[src/common/bcs_defines.svh]
// Offsets, field positions, reset values and timing for the charger sequencer
`ifndef BCS_DEFINES_SVH
`define BCS_DEFINES_SVH

// Register offsets
`define BCS_ADDR_SET_ONE 8'h04
`define BCS_ADDR_SET_TWO 8'h05
`define BCS_ADDR_SET_THREE 8'h06
`define BCS_ADDR_PROGRESS 8'h08
`define BCS_ADDR_CONTROL 8'h0B
`define BCS_ADDR_FAULT 8'h0C
`define BCS_ADDR_SELECT 8'h0D

// Reset values
`define BCS_RST_SET_ONE 8'h00
`define BCS_RST_SET_TWO 8'h00
`define BCS_RST_SET_THREE 8'h00
`define BCS_RST_CONTROL_SEL 2'h0
`define BCS_RST_CONTROL_BIT 1'h0
`define BCS_RST_SELECT 8'h80

// Field positions
`define BCS_CHEM_HI 7
`define BCS_CHEM_LO 6
`define BCS_DUR_HI 3
`define BCS_DUR_LO 0
`define BCS_RECHG_BIT 7
`define BCS_FSEL_HI 6
`define BCS_FSEL_LO 5
`define BCS_CHGBIT 4
`define BCS_FSEL_CHARGER 2'h1
`define BCS_SEL_HI 7
`define BCS_SEL_LO 3
`define BCS_CTRL_WMASK 8'h70

// Timing
`define BCS_CLK_HZ 50000000
`define BCS_PULSE_ON_S 2
`define BCS_PULSE_OFF_S 58
`define BCS_PRECHG_LIMIT_MIN 30
`define BCS_PRECHG_LIMIT_S (`BCS_PRECHG_LIMIT_MIN * 60)
`define BCS_DUR_STEP_H 2
`define BCS_DUR_STEP_S (`BCS_DUR_STEP_H * 3600)

`endif

[src/common/bcs_pkg.sv]
// Types shared by the charger sequencer and its bench
package bcs_pkg;

   typedef enum logic [3:0] {
      BCS_IDLE,
      BCS_NI_CONT,
      BCS_NI_PULSE,
      BCS_NI_REST,
      BCS_LI_TRICKLE,
      BCS_LI_PRE,
      BCS_LI_CC,
      BCS_LI_CV,
      BCS_LI_WAIT,
      BCS_DONE,
      BCS_STOP
   } bcs_phase_e;

   typedef enum logic [2:0] {
      BCS_DRV_OFF,
      BCS_DRV_TRICKLE,
      BCS_DRV_PRE,
      BCS_DRV_CC,
      BCS_DRV_CV
   } bcs_drive_e;

   typedef enum logic [1:0] {
      BCS_CHEM_NIMH,
      BCS_CHEM_LION,
      BCS_CHEM_LIFEPO4,
      BCS_CHEM_SUPERCAP
   } bcs_chem_e;

   // Comparator results from the analog side
   typedef struct packed {
      logic vcc_ok;
      logic vout_overvoltage;
      logic vout_above_wake;
      logic vout_reverse;
      logic temp_above_175;
      logic temp_above_160;
      logic battery_temp_window_fault;
      logic boost_running;
      logic bat_above_full;
      logic bat_above_ovp;
      logic bat_above_short;
      logic bat_above_lowv;
      logic bat_at_target;
      logic current_below_term;
      logic bat_below_recharge;
   } bcs_sense_s;

   typedef struct packed {
      bcs_phase_e phase;
      logic [25:0] presc;
      logic [16:0] secs;
      logic [7:0] set_one;
      logic [7:0] set_two;
      logic [7:0] set_three;
      logic [7:0] select;
      logic [1:0] func_sel;
      logic chg_bit;
      logic done_flag;
      logic alert_boost;
      logic alert_done;
      logic boost_q;
      logic tsd;
      logic short_f;
      logic ovp_f;
      logic [7:0] rdata;
      logic status_oe;
      logic power_off;
      bcs_drive_e drive;
   } bcs_state_s;

endpackage

[src/design/bcs_charger_seq.sv]
// Backup charger sequencer: enable, charge phases, protection, status pin
`timescale 1ns/1ps
`default_nettype none
`include "bcs_defines.svh"

// How it works
// Status pin only pulls low or releases
// Select register bits 7..3 pick items
// Pin low if any selected item active
// Bit 7 live boost state, default on
// Bit 6 latched boost entered since read
// Bit 5 latched charge done since read
// Bits 4,3 thermal shutdown, temp window
// Switches off at 175, restart below 160
// Charger enable needs pin, 01b, OVP, VCC
// Charger mode only above boost wake level
// Charger off when output near battery
// Chemistry field picks charging profile
// Nickel full at start: skip, flag done
// Nickel timed continuous phase, then done
// No recharge: stop; enable toggle restarts
// Nickel recharge: pulses 2s on 58s off
// Nickel per-cell overvoltage stops, flags fault
// Lithium trickle below short threshold
// Lithium pre-charge at one fifth current
// Pre-charge over 30 minutes: short fault
// Lithium constant current, voltage, terminate
// Lithium recharge restarts below threshold
// Reading progress clears latched alerts
module bcs_charger_seq #(
   parameter int TICK_CYCLES = `BCS_CLK_HZ
) (
   // Clock and reset
   input wire logic ref_clk_i,
   input wire logic reset_i,
   // Pins and comparators
   input wire logic charger_enable_pin_i,
   input wire bcs_pkg::bcs_sense_s sense_i,
   // Register port
   input wire logic reg_wr_i,
   input wire logic reg_rd_i,
   input wire logic [7:0] reg_addr_i,
   input wire logic [7:0] reg_wdata_i,
   output logic [7:0] reg_rdata_o,
   // Open-drain status pin
   input wire logic status_pin_i,
   output logic status_pin_o,
   output logic status_pin_oe_o,
   // Power stage control
   output logic power_off_o,
   output bcs_pkg::bcs_drive_e drive_o
);
   import bcs_pkg::*;

   localparam logic [25:0] TICK_LAST = 26'(TICK_CYCLES - 1);
   localparam logic [16:0] PULSE_ON = 17'(`BCS_PULSE_ON_S);
   localparam logic [16:0] PULSE_OFF = 17'(`BCS_PULSE_OFF_S);
   localparam logic [16:0] PRE_LIMIT = 17'(`BCS_PRECHG_LIMIT_S);
   localparam logic [16:0] DUR_STEP = 17'(`BCS_DUR_STEP_S);

   bcs_state_s st_reg;
   bcs_state_s st_next;

   // Continuous phase length in seconds, steps of two hours
   function automatic logic [16:0] cont_secs(input logic [3:0] dur);
      logic [16:0] steps;
      steps = {13'h0000, dur} + 17'h00001;
      cont_secs = 17'(steps * DUR_STEP);
   endfunction

   // Register read view
   function automatic logic [7:0] read_mux(input bcs_state_s s,
                                           input logic [7:0] addr,
                                           input logic mode);
      logic [7:0] v;
      v = 8'h00;
      unique case (addr)
         `BCS_ADDR_SET_ONE: v = s.set_one;
         `BCS_ADDR_SET_TWO: v = s.set_two;
         `BCS_ADDR_SET_THREE: v = s.set_three;
         `BCS_ADDR_PROGRESS: v = {s.done_flag, s.alert_boost,
                                  s.alert_done, s.boost_q, s.phase};
         `BCS_ADDR_CONTROL: v = {mode, s.func_sel, s.chg_bit,
                                 3'h0, s.done_flag};
         `BCS_ADDR_FAULT: v = {3'h0, s.tsd,
                               sense_i.battery_temp_window_fault,
                               s.short_f, s.ovp_f, 1'b0};
         `BCS_ADDR_SELECT: v = s.select;
         default: v = 8'h00;
      endcase
      read_mux = v;
   endfunction

   logic func_en;
   logic chg_mode;
   logic tick;
   logic hold;
   logic lith;
   logic recharge;
   logic [16:0] secs_inc;
   logic [4:0] items;

   always_comb begin
      st_next = st_reg;

      // Free running one-second tick
      tick = (st_reg.presc == TICK_LAST);
      st_next.presc = tick ? 26'h0000000 : st_reg.presc + 26'h0000001;

      // Register writes
      if (reg_wr_i) begin
         unique case (reg_addr_i)
            `BCS_ADDR_SET_ONE: st_next.set_one = reg_wdata_i;
            `BCS_ADDR_SET_TWO: st_next.set_two = reg_wdata_i;
            `BCS_ADDR_SET_THREE: st_next.set_three = reg_wdata_i;
            `BCS_ADDR_CONTROL: begin
               st_next.func_sel = reg_wdata_i[`BCS_FSEL_HI:`BCS_FSEL_LO];
               st_next.chg_bit = reg_wdata_i[`BCS_CHGBIT];
            end
            `BCS_ADDR_SELECT: st_next.select = reg_wdata_i;
            default: st_next.select = st_reg.select;
         endcase
      end

      func_en = charger_enable_pin_i && st_reg.chg_bit &&
                (st_reg.func_sel == `BCS_FSEL_CHARGER) &&
                !sense_i.vout_overvoltage && sense_i.vcc_ok;
      chg_mode = func_en && sense_i.vout_above_wake;

      // Thermal shutdown with hysteresis
      if (sense_i.temp_above_175) begin
         st_next.tsd = 1'b1;
      end else if (!sense_i.temp_above_160) begin
         st_next.tsd = 1'b0;
      end

      // Charging pauses; timers freeze meanwhile
      hold = !chg_mode || sense_i.vout_reverse || st_reg.tsd ||
             sense_i.battery_temp_window_fault;
      lith = (bcs_chem_e'(st_reg.set_one[`BCS_CHEM_HI:`BCS_CHEM_LO])
              != BCS_CHEM_NIMH);
      recharge = st_reg.set_three[`BCS_RECHG_BIT];
      secs_inc = (tick && !hold) ? st_reg.secs + 17'h00001 : st_reg.secs;

      // Disable clears phase, timer, done, short and overvoltage flags (not tsd), so a toggle restarts the cycle
      if (!func_en) begin
         st_next.phase = BCS_IDLE;
         st_next.secs = 17'h00000;
         st_next.done_flag = 1'b0;
         st_next.short_f = 1'b0;
         st_next.ovp_f = 1'b0;
      end else begin
         unique case (st_reg.phase)
            BCS_IDLE: begin
               st_next.secs = 17'h00000;
               if (chg_mode && !st_reg.tsd) begin
                  if (lith) begin
                     st_next.phase = BCS_LI_TRICKLE;
                  end else if (sense_i.bat_above_full) begin
                     st_next.done_flag = 1'b1;
                     st_next.phase = recharge ? BCS_NI_REST
                                              : BCS_DONE;
                  end else begin
                     st_next.phase = BCS_NI_CONT;
                  end
               end
            end
            BCS_NI_CONT: begin
               st_next.secs = secs_inc;
               if (sense_i.bat_above_ovp) begin
                  st_next.ovp_f = 1'b1;
                  st_next.phase = BCS_STOP;
               end else if (st_reg.secs >=
                            cont_secs(st_reg.set_two[`BCS_DUR_HI:
                                                     `BCS_DUR_LO])) begin
                  st_next.done_flag = 1'b1;
                  st_next.secs = 17'h00000;
                  st_next.phase = recharge ? BCS_NI_REST
                                           : BCS_DONE;
               end
            end
            BCS_NI_PULSE: begin
               st_next.secs = secs_inc;
               if (sense_i.bat_above_ovp) begin
                  st_next.ovp_f = 1'b1;
                  st_next.phase = BCS_STOP;
               end else if (st_reg.secs >= PULSE_ON) begin
                  st_next.secs = 17'h00000;
                  st_next.phase = BCS_NI_REST;
               end
            end
            BCS_NI_REST: begin
               st_next.secs = secs_inc;
               if (sense_i.bat_above_ovp) begin
                  st_next.ovp_f = 1'b1;
                  st_next.phase = BCS_STOP;
               end else if (st_reg.secs >= PULSE_OFF) begin
                  st_next.secs = 17'h00000;
                  st_next.phase = BCS_NI_PULSE;
               end
            end
            BCS_LI_TRICKLE: begin
               st_next.secs = 17'h00000;
               if (sense_i.bat_above_short) begin
                  st_next.phase = BCS_LI_PRE;
               end
            end
            BCS_LI_PRE: begin
               st_next.secs = secs_inc;
               if (sense_i.bat_above_lowv) begin
                  st_next.secs = 17'h00000;
                  st_next.phase = BCS_LI_CC;
               end else if (st_reg.secs >= PRE_LIMIT) begin
                  st_next.short_f = 1'b1;
                  st_next.phase = BCS_STOP;
               end
            end
            BCS_LI_CC: begin
               if (sense_i.bat_at_target) begin
                  st_next.phase = BCS_LI_CV;
               end
            end
            BCS_LI_CV: begin
               if (sense_i.current_below_term && !hold) begin
                  st_next.done_flag = 1'b1;
                  st_next.phase = recharge ? BCS_LI_WAIT
                                           : BCS_DONE;
               end
            end
            BCS_LI_WAIT: begin
               if (sense_i.bat_below_recharge) begin
                  st_next.phase = BCS_LI_TRICKLE;
               end
            end
            BCS_DONE: st_next.phase = BCS_DONE;
            BCS_STOP: st_next.phase = BCS_STOP;
            default: st_next.phase = BCS_IDLE;
         endcase
      end

      // Drive code to the charger power stage
      if (hold) begin
         st_next.drive = BCS_DRV_OFF;
      end else begin
         unique case (st_reg.phase)
            BCS_NI_CONT: st_next.drive = BCS_DRV_CC;
            BCS_NI_PULSE: st_next.drive = BCS_DRV_CC;
            BCS_LI_TRICKLE: st_next.drive = BCS_DRV_TRICKLE;
            BCS_LI_PRE: st_next.drive = BCS_DRV_PRE;
            BCS_LI_CC: st_next.drive = BCS_DRV_CC;
            BCS_LI_CV: st_next.drive = BCS_DRV_CV;
            default: st_next.drive = BCS_DRV_OFF;
         endcase
      end
      st_next.power_off = st_reg.tsd;

      // Latched alerts: read clears, a new event wins
      st_next.boost_q = sense_i.boost_running;
      if (reg_rd_i && (reg_addr_i == `BCS_ADDR_PROGRESS)) begin
         st_next.alert_boost = 1'b0;
         st_next.alert_done = 1'b0;
      end
      if (sense_i.boost_running && !st_reg.boost_q) begin
         st_next.alert_boost = 1'b1;
      end
      if (st_next.done_flag && !st_reg.done_flag) begin
         st_next.alert_done = 1'b1;
      end

      // Status pin: any selected active item pulls low
      items = {st_reg.boost_q, st_reg.alert_boost, st_reg.alert_done,
               st_reg.tsd, sense_i.battery_temp_window_fault};
      st_next.status_oe = |(items &
                            st_reg.select[`BCS_SEL_HI:`BCS_SEL_LO]);

      if (reg_rd_i) begin
         st_next.rdata = read_mux(st_reg, reg_addr_i, chg_mode);
      end
   end

   always_ff @(posedge ref_clk_i) begin
      if (reset_i) begin
         st_reg <= '0;
         st_reg.phase <= BCS_IDLE;
         st_reg.drive <= BCS_DRV_OFF;
         st_reg.set_one <= `BCS_RST_SET_ONE;
         st_reg.set_two <= `BCS_RST_SET_TWO;
         st_reg.set_three <= `BCS_RST_SET_THREE;
         st_reg.func_sel <= `BCS_RST_CONTROL_SEL;
         st_reg.chg_bit <= `BCS_RST_CONTROL_BIT;
         st_reg.select <= `BCS_RST_SELECT;
      end else begin
         st_reg <= st_next;
      end
   end

   assign reg_rdata_o = st_reg.rdata;
   assign status_pin_o = 1'b0;
   assign status_pin_oe_o = st_reg.status_oe;
   assign power_off_o = st_reg.power_off;
   assign drive_o = st_reg.drive;

endmodule
`default_nettype wire

[config.mk]
export PLATFORM = sky130hd
export DESIGN_NAME = bcs_charger_seq
export DESIGN_NICKNAME = d
export VERILOG_FILES = /design/src/common/bcs_pkg.sv /design/src/design/bcs_charger_seq.sv
export VERILOG_INCLUDE_DIRS = /design/src /design/src/common
export SDC_FILE = /design/constraint.sdc
export NUM_CORES = 1
export LEC_CHECK = 0
export BUFFER_PORTS_ARGS = -buffer_cell sky130_fd_sc_hd__buf_2
export CORE_ASPECT_RATIO = 0.5
export CORE_MARGIN = 1
export CORE_UTILIZATION = 62
export CTS_BUF_LIST = sky130_fd_sc_hd__clkbuf_8
export DETAILED_ROUTE_END_ITERATION = 7
export GPL_ROUTABILITY_DRIVEN = 1
export HOLD_SLACK_MARGIN = 0.06
export PLACE_DENSITY = 0.84
export SETUP_SLACK_MARGIN = 0.02
export SLEW_MARGIN = 20
export SYNTH_ARGS = -nofsm -noshare
export SYNTH_HDL_FRONTEND = slang
export SYNTH_SLANG_ARGS = --single-unit
[constraint.sdc]
create_clock -name ref_clk_i -period 6 [get_ports ref_clk_i]
set_input_delay 0.6 -clock ref_clk_i [delete_from_list [all_inputs] [get_ports ref_clk_i]]
set_output_delay 0.6 -clock ref_clk_i [all_outputs]
set_load 0.01 [all_outputs]
Yosys cells after proc, flatten, opt, wreduce, memory -nomap -nowiden
Cells that the tools add are included.
- bits in latches: 0
- bits in writable memories: 0
- memories kept: 0
- word-level logic and storage cells: 142
- memory bits (read-only): 0
- register bits: 102
- add/subtract/negate cells: 3
- equal/unequal tests: 29
- divide/modulo/power cells: 0
- bitwise logic cells: 3
- magnitude comparators: 4
- $mul: 1
- reductions and logical operators: 40
- shift operators: 0
- muxes and demuxes: 42
- operator list (cell ; number):
    17-bit two-way mux ; 8
    17-bit case mux with 5 select lines ; 1
    4-bit two-way mux ; 16
    8-bit case mux with 7 select lines ; 1
    4-bit case mux with 11 select lines ; 1
    8-bit by 4-bit equality test with 1-bit output, second input constant ; 4
    26-bit by 1-bit adder with 26-bit output, second input constant ; 1
    26-bit equality test, second input constant ; 1
    8-bit by 3-bit equality test with 1-bit output, second input constant ; 3
    17-bit by 1-bit adder with 17-bit output, second input constant ; 1
    17-bit by 11-bit greater-or-equal comparator with 1-bit output, second input constant ; 1
    17-bit greater-or-equal comparator ; 1
    17-bit by 2-bit greater-or-equal comparator with 1-bit output, second input constant ; 1
    17-bit by 6-bit greater-or-equal comparator with 1-bit output, second input constant ; 1
    4-bit by 3-bit equality test with 1-bit output, second input constant ; 4
    4-bit equality test, second input constant ; 3
    5-bit by 8-bit multiplier with 12-bit output, second input constant ; 1
    1-bit two-way mux ; 12
    3-bit != test, second input constant ; 4
    3-bit case mux with 4 select lines ; 1
    2-bit AND reduction ; 6
    1-bit logical AND ; 11
    2-bit != test, second input constant ; 5
    9-bit AND reduction ; 1
    18 further kinds ; 33

Longest topological paths before layout
Gate-level depths: netlist of the first run.
- depth after elaboration: 16
- gate-level depth with buffers: 19
- depth with buffers taken out: 18

Worst setup path before layout of the first run
No wires, ideal clock.
- kind: register to register
- from: register st_reg[39] in the netlist's numbering
- to: register st_reg[71] in the netlist's numbering
- period minus slack after synthesis: 4747 ps
- path buffers: 0
- cell stages (with the launch flop): 19
- setup time: 63 ps
- arrival time: 4685 ps
- setup slack: 1253 ps
- cells stage by stage: dfxtp_1 > ha_1 > xor2_1 > inv_1 > fa_1 > inv_1 > ha_1 > ha_1 > ha_1 > a21o_1 > a21oi_1 > xnor2_1 > ha_1 > and4_1 > a221oi_2 > o31ai_2 > a211o_1 > or4_1 > nand3_1
- longest elaborated chain between the ends: 6
- RTL lines (element ; line ; text):
    from (decl) ; bcs_charger_seq.sv:61 ; bcs_state_s st_reg;
    from (signal assigned) ; bcs_charger_seq.sv:293 ; st_reg <= st_next;
    4-bit by 1-bit adder with 5-bit output ; bcs_charger_seq.sv:67 ; steps = {13'h0000, dur} + 17'h00001;
    5-bit by 8-bit multiplier with 12-bit output ; bcs_charger_seq.sv:68 ; cont_secs = 17'(steps * DUR_STEP);
    17-bit greater-or-equal comparator ; bcs_charger_seq.sv:173 ; end else if (st_reg.secs >=
    17-bit two-way mux ; bcs_charger_seq.sv:173 ;
    17-bit two-way mux ; bcs_charger_seq.sv:170 ; if (sense_i.bat_above_ovp) begin
    17-bit case mux with 5 select lines ; bcs_charger_seq.sv:153 ; unique case (st_reg.phase)
Every way passes these cells.
A chain may end at the register's enable or synchronous reset.

Final worst setup path of the first run
- from: register st_reg[39] in the netlist's numbering
- to: register st_reg[57] in the netlist's numbering
The elaborated chain is that of the path after synthesis.

==> results of run 1 <==
per-stage QoR:
stage | cell area, µm² | std cells | utilization, %
after CTS | 6240 | 863 | 70.0
after global routing | 6240 | 863 | 70.0
after detailed placement | 6050 | 847 | 67.9
after floorplan | 5840 | 718 | -
after global placement | 6050 | 847 | 67.9
final | 6240 | 863 | 70.0
worst max-delay path by stage:
stage,startpoint,end,slack (ps),cells past startpoint
floorplan,st_reg[39]$_SDFFE_PP0P_,st_reg[71]$_SDFFE_PP0P_,1250,18
global placement,st_reg[39]$_SDFFE_PP0P_,st_reg[59]$_SDFFE_PP0P_,790,18
detailed placement,st_reg[39]$_SDFFE_PP0P_,st_reg[57]$_SDFFE_PP0P_,680,18
CTS,st_reg[39]$_SDFFE_PP0P_,st_reg[57]$_SDFFE_PP0P_,620,18
global route,st_reg[39]$_SDFFE_PP0P_,st_reg[57]$_SDFFE_PP0P_,230,18
finish,st_reg[39]$_SDFFE_PP0P_,st_reg[57]$_SDFFE_PP0P_,570,18
layout make-up:
cell class,instances,area [µm²],area share [%]
sequential,102,2040,32.7
timing repair buffer,51,263,4.21
multi-input combinational,546,3490,55.9
tap,117,146,2.35
clock buffer,9,124,1.99
clock inverter,7,62.6,1.00
inverter,31,116,1.86
routing by layer:
layer	GRT usage (%)	vias up
met1	35.6	2499
li1	-	2597
met4	9.14	0
met5	0	-
met2	49.7	207
met3	6.57	29
cells in the final DEF, fill, tap and decap left out, types with 7 or more instances in the layout:
cell type | netlist | routed
a21oi_1 | 64 | 64
nand4_1 | 10 | 10
clkbuf_8 | 0 | 9
nand3_1 | 45 | 45
dfxtp_1 | 102 | 102
nor4_1 | 7 | 7
a31oi_1 | 12 | 12
buf_2 | 1 | 48
xor2_1 | 15 | 15
nand2_1 | 66 | 66
or3_1 | 14 | 14
o21ai_0 | 20 | 20
a22oi_1 | 13 | 13
xnor2_1 | 16 | 16
ha_1 | 30 | 30
nor2b_1 | 12 | 12
nor3_1 | 11 | 11
a221oi_1 | 7 | 7
inv_1 | 31 | 32
mux2i_1 | 21 | 21
nor2_1 | 88 | 88
power by group:
| part | internal [µW] | leakage [µW] | switching [µW] |
|---|---|---|---|
| combinational | 18.1 | 0.00147 | 31.6 |
| clock | 161 | 0.0000974 | 269 |
| sequential | 681 | 0.000823 | 3.49 |
| total | 860 | 0.00239 | 304 |
worst register-to-register path: cells and delay by family (launching register included):
family	cells	cell delay (ps)
flip-flops	1	530
AO/OA/AOI/OAI	5	1640
adder cells (fa/ha/maj)	6	1950
buffers and inverters	2	170
XOR/XNOR	2	490
AND/OR/NAND/NOR	2	380
multiplexers	1	180
kinds of logic after synthesis:
logic type / synth area share (%)
XOR/XNOR: 4.65
other: 0.0642
AO/OA/AOI/OAI: 16.9
AND/OR/NAND/NOR: 26.2
buffers and inverters: 5.42
adder cells (fa/ha/maj): 7.45
multiplexers: 4.37
flip-flops: 34.9
==> flow_summary.toml, run 1 <==
[min_path]
min_path_cells = 3
hold_class = "primary input to register"
hold_end = "items[1]$_SDFFE_PP0P_"
min_from = "sense_i[10]"

[route]
drt-initial-drc-count = 594
vias = 5332
drtAntennaViolNets = 0
wl_met2_um = 6560
remaining_drc_errors = 0
dr.pass1.iters = 6
viasPerCell = 6.18
m1WireLength_um = 5830
routed_wl_um = 13600
wire_per_inst_um = 15.8
wl_met3_um = 1010
highest_layer = "met4"

[setup_path]
worstRegToRegCells = 18
cp.required_ps = 6310
max_stage_delay_ps = 820
critical-path-top-delay-family = "adder cells"
critPathMaxFanout = 9
r2r-start = "st_reg[39]$_SDFFE_PP0P_"
path_common_cell = "ha_1"
slowest_stage = "a211oi_1"
critPathKind = "register to register"
path_buf_inv = 2
cp_data_arrival_time_ps = 5740
regToRegSetupSlack_ps = 570
worstSetupStartpointType = "register"
crit_chain = "ha_1, xor2_1, inv_1, fa_1, inv_1, ha_1, ha_1, ha_1, a21o_1, a21oi_1, xnor2_1, ha_1, and4_1, a221oi_2, o31ai_2, a211oi_1, nand3_1, mux2i_1"
r2r-end = "st_reg[57]$_SDFFE_PP0P_"
cp-end-kind = "register"

[final_layout]
nets = 811
largest_reg_flops = 84
nFillCells = 732
drive_gt1_share_pct = 12.9
diodes = 0
areaGrowthSynthToFinish_pct = 6.77

[sta]
fin_ws_ps = 574
slew_viol_final = 0
max_slew.worst_pin.slew_ps = 1060
clock_skew_ps = 10.8
setup_viol = 0
fin_crit_ps = 5430
rsz0062_at_grt = "no"
timing.slew.headroom_pct = 29.1
fin_crit_sh_pct = 90.4
hold_viol_final = 0
setup_tns_ps = 0
hold_ws_ps = 420
fmax_mhz = 184

[yosys]
ys.flop_type = "dfxtp_1"
syn_area_mm2 = 0.00584
synth_seq_cells = 102
yosys_warnings = 0
synth_top_area_share_pct = 34.9
synthesis.area_per_instance_um2 = 8.14
ys_seq_area_share_pct = 34.9
synthMostInstantiatedCell = "dfxtp_1"
synth_edf_count = 0
async_flop_share_pct = 0
synth.largest_area_cell = "dfxtp_1"
synth_area_leaders = "dfxtp_1 (35%), ha_1 (6.4%), nor2_1 (5.7%)"
synthTopCellsByCount = "dfxtp_1 (102), nor2_1 (88), nand2_1 (66)"
netlist_instances = 718
synth.distinct_cells = 73
synth_nets = 788

[clocking]
cts_num_sinks = 102
cts-buffers-inserted = 9
cts_tree = "done"
clkLatencyLatePin_ps = 390
cts_buffer_depth = 2
cts_post_setup_buffers_inserted = 0
cts_resized = 0
path_clk_slew_ps = 110
htree_levels = 3
holdBufCountCts = 0
clock-root-buffer = "clkbuf_8"

[run]
drv_cap = 0

[floorplanning]
die-area_mm2 = 0.00984
dieWidth_um = 139
rows = 24
core_area_mm2 = 0.00892
ios = 51
start_util_pct = 65.5
fp.dieH_um = 70.7

[global_routing]
antenna_found_initial = 0
grt_max_degree = 56
grt_usage_pct = 28.6
grt_remaining_overflow = 0
grt_first_pass_wirelength_um = 22800
grt_pass1_vias = 4934

[status]
outcome = "finished clean"

[pwr]
p_leak_uw = 0.00239
peakVddDrop_uv = 133
total_power_uw = 1160
p_per_area_mw_per_mm2 = 187

[placement]
post-dp-hpwl_um = 9950
gp_congestion = 0.929
portBuffers = 48
place_ws_ps = 677
Note: power is estimated with default switching activity, not from simulation.
==> run 2: changes to the inputs <==
--- a/config.mk
+++ b/config.mk
@@ -7,9 +7,11 @@
 export NUM_CORES = 1
 export LEC_CHECK = 0
 export BUFFER_PORTS_ARGS = -buffer_cell sky130_fd_sc_hd__buf_2
+export CELL_PAD_IN_SITES_DETAIL_PLACEMENT = 1
+export CELL_PAD_IN_SITES_GLOBAL_PLACEMENT = 2
 export CORE_ASPECT_RATIO = 0.5
 export CORE_MARGIN = 1
-export CORE_UTILIZATION = 62
+export CORE_UTILIZATION = 37
 export CTS_BUF_LIST = sky130_fd_sc_hd__clkbuf_8
 export DETAILED_ROUTE_END_ITERATION = 7
 export GPL_ROUTABILITY_DRIVEN = 1
==> run 2 against run 1 <==
  * Largest cell class unchanged
  * Non-clock buffer count up 3
  * The flow now finishes with violations (DRC)
  * Sequential share of layout area down 0.63 points
  * Highest routed layer unchanged
  * Sequential power about the same
  * Clock skew up 8.2 ps
  * Die area up 66%
  * Global-route usage down 8.0 points
  * Combinational power up 7.6%
  * Clock-buffer cell count up 1
==> flow_summary.toml, run 2 (synthesized netlist as in run 1, its figures left out) <==
[sta]
timing.slew.headroom_pct = 25.8
rsz0062_at_grt = "no"
fin_ws_ps = 694
hold_viol_final = 0
fin_crit_sh_pct = 88.4
setup_tns_ps = 0
setup_viol = 0
fin_crit_ps = 5310
max_slew.worst_pin.slew_ps = 1110
fmax_mhz = 188
clock_skew_ps = 19.0
slew_viol_final = 0

[floorplanning]
die-area_mm2 = 0.0163
core_area_mm2 = 0.0154
dieWidth_um = 180
rows = 32
ios = 51
fp.dieH_um = 90.9
start_util_pct = 37.9

[clocking]
path_clk_slew_ps = 110
cts_tree = "done"
cts_num_sinks = 102
htree_levels = 3
cts_buffer_depth = 2
holdBufCountCts = 0
cts-buffers-inserted = 9
cts_post_setup_buffers_inserted = 0
cts_resized = 0
clock-root-buffer = "clkbuf_8"
clkLatencyLatePin_ps = 400

[setup_path]
cp.depth = 19
worstRegToRegCells = 19
cp.required_ps = 6340
worstSetupStartpointType = "register"
cp_data_arrival_time_ps = 5650
slowest_stage = "or4_1"
max_stage_delay_ps = 560
r2r-start = "st_reg[39]$_SDFFE_PP0P_"
critPathMaxFanout = 10
cp-end-kind = "register"
critical-path-top-delay-family = "adder cells"
path_buf_inv = 3
crit_chain = "ha_1, xor2_1, inv_1, fa_1, inv_1, ha_1, ha_1, ha_1, a21o_1, a21oi_1, xnor2_1, ha_1, and4_1, a221oi_2, o31ai_2, buf_4, a211o_1, or4_1, nand3_1"
startpoint = "st_reg[39]$_SDFFE_PP0P_"
path_common_cell = "ha_1"
critPathKind = "register to register"

[placement]
gp_congestion = 0.851
place_ws_ps = 707
post-dp-hpwl_um = 12100
dpl_cell_area_mm2 = 0.00618
portBuffers = 48

[final_layout]
diodes = 0
largest_reg_flops = 84
fin_area_mm2 = 0.00636
nFillCells = 1913
regArea_mm2 = 0.00204
final_cell_mix = "dfxtp_1 (102), nor2_1 (88), nand2_1 (66), a21oi_1 (64), buf_2 (48)"
multi_input_area_mm2 = 0.00349
areaGrowthSynthToFinish_pct = 8.86
drive_gt1_share_pct = 13.1
fin_util_pct = 41.3
final_common_cell = "dfxtp_1"
nets = 814

[pwr]
p_int_uw = 859
p_sw_uw = 286
total_power_uw = 1150
p_clk_share_pct = 35.6
peakVddDrop_uv = 89.1
p_sw_share_pct = 25.0
power_frac_seq_pct = 59.7
p_comb_share_pct = 4.7
p_per_area_mw_per_mm2 = 180
p_leak_uw = 0.00240

[route]
remaining_drc_errors = 2
drt-initial-drc-count = 322
drtAntennaViolNets = 0
viasPerCell = 5.50
dr.pass1.iters = 6
vias = 5242
routed_wl_um = 16200
wire_per_inst_um = 17.0

[global_routing]
antenna_found_initial = 0
grt_max_degree = 56
grt_first_pass_wirelength_um = 26900
grt_pass1_vias = 5325
grt_remaining_overflow = 0
grt_usage_pct = 20.6

[status]
violations = "DRC"
outcome = "finished with violations"

[run]
drv_cap = 0

[min_path]
min_from = "sense_i[10]"
min_path_cells = 3
hold_class = "primary input to register"
[run 2: changes by cell type in the layout (fill, tap and decap cells not counted)]
cell and change:
buf_4 +3, clkbuf_8 +1, clkinv_4 +2, clkinvlp_4 +1, inv_1 +1, inv_6 -2, inv_8 -3
[run 2: worst paths after layout]
kind / endpoint / slack (ps)
worst max-delay path: st_reg[71]$_SDFFE_PP0P_ / 690
worst min register to register: st_reg[14]$_SDFFE_PP0P_ / 460
worst max register to register: st_reg[71]$_SDFFE_PP0P_ / 690
worst min-delay path: items[1]$_SDFFE_PP0P_ / 430
[run 2: metrics by stage]
| step | std cells | hold WS (ps) |
|---|---|---|
| floorplan | 718 | 426 |
| global placement | 937 | 438 |
| detailed placement | 937 | 448 |
| CTS | 953 | 411 |
| global route | 953 | 410 |
| finish | 953 | 426 |
[run 2: cell type report]
class / instances / area share, %
Clock buffer: 10 / 2.16
Timing Repair Buffer: 54 / 4.48
Sequential cell: 102 / 32.1
Inverter: 31 / 1.83
Multi-Input combinational cell: 546 / 54.8
Tap cell: 204 / 4.01
Clock inverter: 6 / 0.629
[run 2: power groups by stage]
| stage | sequential [µW] | clock (µW) | combinational, µW |
|---|---|---|---|
| after floorplan | 699 | 0 | 26.6 |
| after global placement | 700 | 0 | 52.8 |
| after detailed placement | 700 | 0 | 53.6 |
| after CTS | 685 | 424 | 53.8 |
| after global routing | 685 | 450 | 59.2 |
| final | 684 | 408 | 53.5 |
[run 2: worst register-to-register path, delay by kind of cell (launching register included)]
family	cells	cell delay, ps
AOI/OAI and AO/OA	5	1130
DFF	1	500
adders and majority gates	6	1910
and+or+nand+nor	3	890
buffers and inverters	3	360
xor gates and xnor gates	2	450
[run 2: metal layers]
metal | wire (µm) | global-route usage, % | vias up
met2 | 7610 | 34.8 | 75
met1 | 7790 | 26.2 | 2556
li1 | - | - | 2593
met3 | 648 | 4.92 | 18
met5 | 0 | 0 | -
met4 | 186 | 5.17 | 0
